--- src/rtl/dbgid_cfg.svh ---
// Purpose: Offsets, field positions and fixed values of the debug id block
// Assumes: 12-bit byte offsets within the debug component page
// Notes:   Identity codes are module parameters, not macros
`ifndef DBGID_CFG_SVH
`define DBGID_CFG_SVH

// Register byte offsets
`define DBGID_OFF_RSV_CTRL  12'h090
`define DBGID_OFF_DEVFEAT1  12'hfc4
`define DBGID_OFF_DEVFEAT0  12'hfc8
`define DBGID_OFF_PID4      12'hfd0
`define DBGID_OFF_PID5      12'hfd4
`define DBGID_OFF_PID6      12'hfd8
`define DBGID_OFF_PID7      12'hfdc
`define DBGID_OFF_PID0      12'hfe0
`define DBGID_OFF_PID1      12'hfe4
`define DBGID_OFF_PID2      12'hfe8
`define DBGID_OFF_PID3      12'hfec
`define DBGID_OFF_CID0      12'hff0
`define DBGID_OFF_CID1      12'hff4
`define DBGID_OFF_CID2      12'hff8
`define DBGID_OFF_CID3      12'hffc

// Reserve control bit positions
`define DBGID_BIT_CLR_PIPE  3
`define DBGID_BIT_CLR_ERR   2

// Fixed identification fields
`define DBGID_PREAMBLE_0    8'h0d
`define DBGID_CLASS_DEBUG   4'h9
`define DBGID_PREAMBLE_1    4'h0
`define DBGID_PREAMBLE_2    8'h05
`define DBGID_PREAMBLE_3    8'hb1
`define DBGID_AUX_REGS      4'h0
`define DBGID_SIZE_LOG2     4'h0
`define DBGID_STD_CODE      1'b1

// Response latency in clock cycles
`define DBGID_RSP_LATENCY   1

`endif

--- src/rtl/dbgid_pkg.sv ---
// Purpose: Types shared by the debug id block and its users
// Assumes: Constants live in dbgid_cfg.svh
// Notes:   Request and response are one word wide
package dbgid_pkg;

    // One register access request
    typedef struct packed {
        logic        valid;
        logic        write;
        logic [11:0] addr;
        logic [31:0] wdata;
    } dbgid_req_t;

    // Answer to one access
    typedef struct packed {
        logic        ack;
        logic        err;
        logic [31:0] rdata;
    } dbgid_rsp_t;

    // Core power and lock state
    typedef struct packed {
        logic powered_off;
        logic double_lock_state;
        logic os_lock_state;
        logic software_lock_state;
        logic in_debug;
    } dbgid_core_t;

    // Sticky debug status flags
    typedef struct packed {
        logic pipeline_advanced_flag;
        logic transmit_underrun_flag;
        logic receive_overrun_flag;
        logic error_flag;
        logic instr_transfer_overrun_flag;
    } dbgid_flags_t;

endpackage

--- src/rtl/dbgid_regs.sv ---
// Purpose: Debug identification words and reserve control clear logic
// Assumes: Requests and core state come from logic on clk
// Notes:   Port 0 is the external debug side, port 1 the memory-mapped side
// Function
// - Component id 1 reads class 0x9, preamble nibble 0, zero above.
// - Component id 2 reads 0x05 in the low byte, zero above.
// - Component id 3 reads 0xb1 in the low byte, zero above.
// - Feature word 0 reports no auxiliary registers in bits 27:24; rest zero.
// - Feature word 1 reads all zero.
// - Peripheral id 0 holds low byte of part number.
// - Peripheral id 1 holds designer code low nibble and part top nibble.
// - Peripheral id 2 holds major revision, bit 3 one, designer high bits.
// - Peripheral id 3 holds minor revision and customer-modified fields.
// - Peripheral id 4 holds size zero and continuation code.
// - Peripheral ids 5 to 7 read all zero.
// - Writing one to bit 3 clears the pipeline advanced flag.
// - Writing one to bit 2 clears underrun, overrun and error flags.
// - Same write clears instruction overrun flag only in debug state.
// - Writing zero to a clear bit does nothing; other bits reserved.
// - Error when off, double locked or OS locked; ignore writes under software lock.
// - Reserve control decoded at 0x090 on both interfaces.
// - Reserve control lives in the core power domain.
// - Identification words decoded at their fixed external offsets.
// - Component id 0 reads 0x0d in the low byte, zero above.
`timescale 1ns/1ps
`default_nettype none
`include "dbgid_cfg.svh"

module dbgid_regs #(
    parameter logic [11:0] PART_NUM     = 12'h5a3, // Arbitrary value
    parameter logic [6:0]  DESIGNER_ID  = 7'h35,   // Arbitrary value
    parameter logic [3:0]  CONT_CODE    = 4'h7,    // Arbitrary value
    parameter logic [3:0]  MAJOR_REV    = 4'h1,    // Arbitrary value
    parameter logic [3:0]  MINOR_REV    = 4'h0,
    parameter logic [3:0]  CUST_MOD     = 4'h0
) (
    input  wire logic                    clk,
    input  wire logic                    rst,
    input  wire logic                    ce,
    input  wire dbgid_pkg::dbgid_req_t   ext_req,
    input  wire dbgid_pkg::dbgid_req_t   int_req,
    input  wire dbgid_pkg::dbgid_core_t  core,
    input  wire dbgid_pkg::dbgid_flags_t flag_set,
    output var  dbgid_pkg::dbgid_rsp_t   ext_rsp,
    output var  dbgid_pkg::dbgid_rsp_t   int_rsp,
    output var  dbgid_pkg::dbgid_flags_t flags
);
    import dbgid_pkg::*;

    localparam int NPORT = 2;
    localparam int EXT   = 0;

    // Reserve control hit on either interface
    function automatic logic rc_hit(input logic [11:0] addr);
        rc_hit = (addr == `DBGID_OFF_RSV_CTRL);
    endfunction

    // Read data of one interface
    function automatic logic [31:0] read_word(
        input logic [11:0] addr,
        input logic        ext
    );
        logic [31:0] w;
        w = 32'h0000_0000;
        if (ext) begin
            unique case (addr)
                `DBGID_OFF_CID0: begin
                    w[7:0] = `DBGID_PREAMBLE_0;
                end
                `DBGID_OFF_CID1: begin
                    w[7:4] = `DBGID_CLASS_DEBUG;
                    w[3:0] = `DBGID_PREAMBLE_1;
                end
                `DBGID_OFF_CID2: begin
                    w[7:0] = `DBGID_PREAMBLE_2;
                end
                `DBGID_OFF_CID3: begin
                    w[7:0] = `DBGID_PREAMBLE_3;
                end
                `DBGID_OFF_DEVFEAT0: begin
                    w[27:24] = `DBGID_AUX_REGS;
                end
                `DBGID_OFF_DEVFEAT1: begin
                    w = 32'h0000_0000;
                end
                `DBGID_OFF_PID0: begin
                    w[7:0] = PART_NUM[7:0];
                end
                `DBGID_OFF_PID1: begin
                    w[7:4] = DESIGNER_ID[3:0];
                    w[3:0] = PART_NUM[11:8];
                end
                `DBGID_OFF_PID2: begin
                    w[7:4] = MAJOR_REV;
                    w[3]   = `DBGID_STD_CODE;
                    w[2:0] = DESIGNER_ID[6:4];
                end
                `DBGID_OFF_PID3: begin
                    w[7:4] = MINOR_REV;
                    w[3:0] = CUST_MOD;
                end
                `DBGID_OFF_PID4: begin
                    w[7:4] = `DBGID_SIZE_LOG2;
                    w[3:0] = CONT_CODE;
                end
                `DBGID_OFF_PID5, `DBGID_OFF_PID6, `DBGID_OFF_PID7: begin
                    w = 32'h0000_0000;
                end
                default: begin
                    w = 32'h0000_0000;
                end
            endcase
        end
        read_word = w;
    endfunction

    dbgid_req_t   req [NPORT];
    dbgid_rsp_t   rsp_q [NPORT];
    dbgid_rsp_t   rsp_d [NPORT];
    dbgid_flags_t flags_q;
    dbgid_flags_t flags_d;
    logic [NPORT-1:0] clr_pipe_p;
    logic [NPORT-1:0] clr_err_p;

    assign req[0] = ext_req;
    assign req[1] = int_req;

    // Power-off and hard locks refuse the control register
    wire lock_err = core.powered_off | core.double_lock_state
                  | core.os_lock_state;
    wire soft_lock = core.software_lock_state;

    // Per-interface decode and answer
    genvar p;
    generate
        for (p = 0; p < NPORT; p++) begin : g_port
            wire hit = req[p].valid & rc_hit(req[p].addr);
            wire wr_ok = hit & req[p].write & ~lock_err & ~soft_lock;
            assign clr_pipe_p[p] = wr_ok
                & req[p].wdata[`DBGID_BIT_CLR_PIPE];
            assign clr_err_p[p] = wr_ok
                & req[p].wdata[`DBGID_BIT_CLR_ERR];
            always_comb begin
                rsp_d[p].ack   = req[p].valid;
                rsp_d[p].err   = hit & lock_err;
                rsp_d[p].rdata = (req[p].valid & ~req[p].write)
                    ? read_word(req[p].addr, (p == EXT)) : 32'h0000_0000;
            end
            // Answer register, one cycle after the request
            always_ff @(posedge clk or posedge rst) begin
                if (rst) begin
                    rsp_q[p] <= '0;
                end else if (ce) begin
                    rsp_q[p] <= rsp_d[p];
                end
            end
        end
    endgenerate

    // Clears from either interface combine
    wire clr_pipe = |clr_pipe_p;
    wire clr_err  = |clr_err_p;
    wire clr_ito  = clr_err & core.in_debug;

    // Sticky flags, set wins over clear
    always_comb begin
        flags_d.pipeline_advanced_flag = flag_set.pipeline_advanced_flag
            | (flags_q.pipeline_advanced_flag & ~clr_pipe);
        flags_d.transmit_underrun_flag = flag_set.transmit_underrun_flag
            | (flags_q.transmit_underrun_flag & ~clr_err);
        flags_d.receive_overrun_flag = flag_set.receive_overrun_flag
            | (flags_q.receive_overrun_flag & ~clr_err);
        flags_d.error_flag = flag_set.error_flag
            | (flags_q.error_flag & ~clr_err);
        flags_d.instr_transfer_overrun_flag =
            flag_set.instr_transfer_overrun_flag
            | (flags_q.instr_transfer_overrun_flag & ~clr_ito);
    end

    // Flag register
    always_ff @(posedge clk or posedge rst) begin
        if (rst) begin
            flags_q <= '0;
        end else if (ce) begin
            flags_q <= flags_d;
        end
    end

    // Outputs straight from the registers
    assign ext_rsp = rsp_q[0];
    assign int_rsp = rsp_q[1];
    assign flags   = flags_q;

    wire ext_rd = ce & ext_req.valid & ~ext_req.write;
    wire ext_rcw = ce & ext_req.valid & ext_req.write
                 & rc_hit(ext_req.addr);
    wire no_set = (flag_set == '0);

    // Memory-mapped side qualifiers
    wire int_rd  = ce & int_req.valid & ~int_req.write;
    wire int_rcw = ce & int_req.valid & int_req.write
                 & rc_hit(int_req.addr);
endmodule

`default_nettype wire

--- config.mk ---
export PLATFORM = sky130hd
export DESIGN_NAME = dbgid_regs
export DESIGN_NICKNAME = d
export VERILOG_FILES = /design/src/rtl/dbgid_pkg.sv /design/src/rtl/dbgid_regs.sv
export VERILOG_INCLUDE_DIRS = /design/src /design/src/rtl
export SDC_FILE = /design/constraint.sdc
export NUM_CORES = 1
export LEC_CHECK = 0
export ABC_AREA = 1
export BUFFER_PORTS_ARGS = -buffer_cell sky130_fd_sc_hd__clkbuf_2
export CORE_UTILIZATION = 34
export DETAILED_ROUTE_END_ITERATION = 8
export PLACE_DENSITY = 0.85
export SLEW_MARGIN = 30
export SYNTH_ARGS = -nofsm -noshare
export SYNTH_HDL_FRONTEND = slang
export SYNTH_SLANG_ARGS = --single-unit
--- constraint.sdc ---
create_clock -name clk -period 0.8 [get_ports clk]
set_input_delay 0.16 -clock clk [delete_from_list [all_inputs] [get_ports clk]]
set_output_delay 0.16 -clock clk [all_outputs]
set_load 0.01 [all_outputs]
==> reports/summary.md <==
- outcome: finished, violations left
- violations in the final reports: setup timing
- synthesized area divided by synthesized cell count: 7.13 sq um
- Final min period: 937 ps
- Yosys warnings: 0
- commonest non-fill, non-tap cell in the layout: conb_1
- total negative setup slack: -2350 ps
- Worst Hold Depth: 3
- required time of the worst setup path: 640 ps
- first-pass iteration count of the detailed router: 4
- final worst hold slack: 105 ps
- post-synthesis sequential area ratio: 27.4%
- timing-limited maximum frequency: 1.07 GHz
- Total Wirelength: 3880 um
- number of cells on the worst reg-to-reg path: 2
- Max FO, Critical Path: 2
- global-route wire length before repair: 5660 um
- n_diodes: 0
- number of hold-slack violations in the final timing report: 0
- number of global-route vias before repair: 1,304
- placed wire-length estimate after detailed placement: 2720 um
- final cell count without fillers: 353
- wire length per cell after detailed routing: 11.0 um
- count of port buffers added during placement: 61
- total placed instance area: 1880 sq um
- number of buffers and inverters on the critical path: 1
- final period utilization: 117%
- critical-path cell list: clkbuf_2
- final core utilization: 52.4%
- Yosys top cell by area: dfrtp_1
- path type of the worst setup path: reg -> out
- all-layer global routing usage: 14.3%
- setup repair after global routing missed its margin: yes
- max-capacitance violation count: 0
- crit end category: primary output
- signal arrival time at the worst endpoint: 780 ps
- chip height: 69.6 um
- total congestion overflow after global routing: 0
- number of antenna violations at the first check in global routing: 0
- die width: 69.6 um
- total number of vias: 1,494
- kind of start point of the critical path: flop
- total CTS buffers: 3
- power density normalized to cell area: 936 nW/um^2
- cell types occupying the most area after synthesis: dfrtp_1 (27%), buf_4 (27%), nand2_1 (13%), nand3_1 (6.1%), nor2_1 (5.1%)
- Filler Cell Count: 423
- cell class contributing the biggest share of worst-path delay: flip-flops
- number of setup violations in the final report: 26
- Layout Area Growth over Synthesis: 47.6%
- clock sinks: 17
- first-iteration detailed-routing DRC count: 29
- VDD IR-drop max: 0.000583 V
- final critical-path setup slack: -137 ps
- share of layout cells above drive strength 1: 50.2%
- number of nets in the layout: 407
- number of max-slew violations in the final report: 0
- share of the synthesized area in the top cell type: 27.4%
- die footprint: 4850 sq um
- Clock Tree Buf Depth: 2
- flop and latch count out of synthesis: 17
- cell count after synthesis: 218
- number of different library cells in the post-synthesis netlist: 28
- CP max stage delay: 400 ps
- clock skew: 0 ps
- total stage count of the critical path: 1
- placeable core region: 4380 sq um
- post-synthesis cell area: 1560 sq um
- pin count of the biggest net entering global routing: 18
- FF/Latch Area: 425 sq um
- Hold Path Class: in -> reg
- dpl cells: 339
- post-route design area: 2300 sq um
- top-level I/O count: 178
- number of placement rows: 24
- Crit-path slowest cell: dfrtp_1
- Initial Util: 35.5%
- routability congestion estimate: 0.788
- library cell used as clock root buffer: clkbuf_8
- DRC Markers: 0
- insertion delay of the later-clocked pin in the worst-skew pair: 250 ps
- antenna-violating nets left: 0
- H-tree levels: 1
- via density per instance: 4.23
- TritonCTS clock tree: done
- clock edge transition at the registers on the reported setup and hold paths: 70 ps
- leakage component of the power: 0.00128 uW
- leading cell types in the layout, fill and taps excluded: conb_1 (56), clkbuf_2 (52), nand2_1 (39)
- area of combinational cells with multiple inputs: 1070 sq um
-- through the flow --
stage | worst slack [ps] | power, uW
finish | -137 | 2150
CTS | -144 | 2110
detailed placement | -394 | 1380
floorplan | -102 | 1380
global placement | -350 | 1370
global route | -185 | 2260
-- cells by family (layout without fill, tap and decap cells) --
kind of cell	after synthesis	in the layout	synth area share, %
AND/OR/NAND/NOR	111	111	34.5
buffers and inverters	81	109	33.8
flip-flops	17	17	27.4
AO/OA/AOI/OAI	8	8	4.10
other	1	56	0.241
-- power by group --
group / internal [uW] / switching (uW) / total, uW
registers: 868 / 4.24 / 872
logic: 249 / 387 / 636
clock network: 345 / 295 / 640
-- registers in the layout, indices dropped and copies added, names as in the netlist --
register,count
flags,5
ext_rsp,10
int_rsp,2
-- routing by layer --
layer	GRT usage [%]	routed length [um]
met3	2.47	216
met1	17.2	1490
met2	27.0	2150
met4	2.44	20
met5	0	0
-- Yosys cell counts (all sizes together) --
library cell	count
a21o	1
o21ai	3
nor2	24
nand4	4
nor3	3
o41ai	1
nand3	22
inv	21
conb	1
nand3b	1
o2111ai	1
nand2	57
o31ai	1
a22o	1
buf	59
dfrtp	17
clkbuf	1
-- worst register-to-register path, stage by stage, from the launching register on --
cell	delay, ps
dfrtp_1	380
buf_4	130
a22o_1	190
-- final timing paths --
path | slack [ps] | endpoint | start
worst max-delay path | -140 | flags[0] | flags[0]
worst min-delay path | 110 | flags[2] | flag_set[2]
worst max register to register | 0 | ext_rsp[1] | ext_rsp[1]
worst min register to register | 480 | flags[4] | flags[4]
max in group asynchronous | 170 | ext_rsp[6] | rst
min in group asynchronous | 450 | ext_rsp[4] | rst
-- final cells by class --
class,count,share of cell area (%)
clock buffer,3,1.80
tap,52,2.83
sequential,17,18.5
multi-input combinational,175,46.7
inverter,21,3.76
timing repair buffer,84,26.2
clock inverter,1,0.218
-- what timing repair did --
action,in CTS,in global routing
hold buffers,1,0
endpoints found under the setup margin,27,31
pin swaps,15,20
hold endpoints to repair,17,0
resized for setup,26,46
cloned,0,0
setup buffers,8,3
No activity file was read; power rests on OpenSTA's default activity.
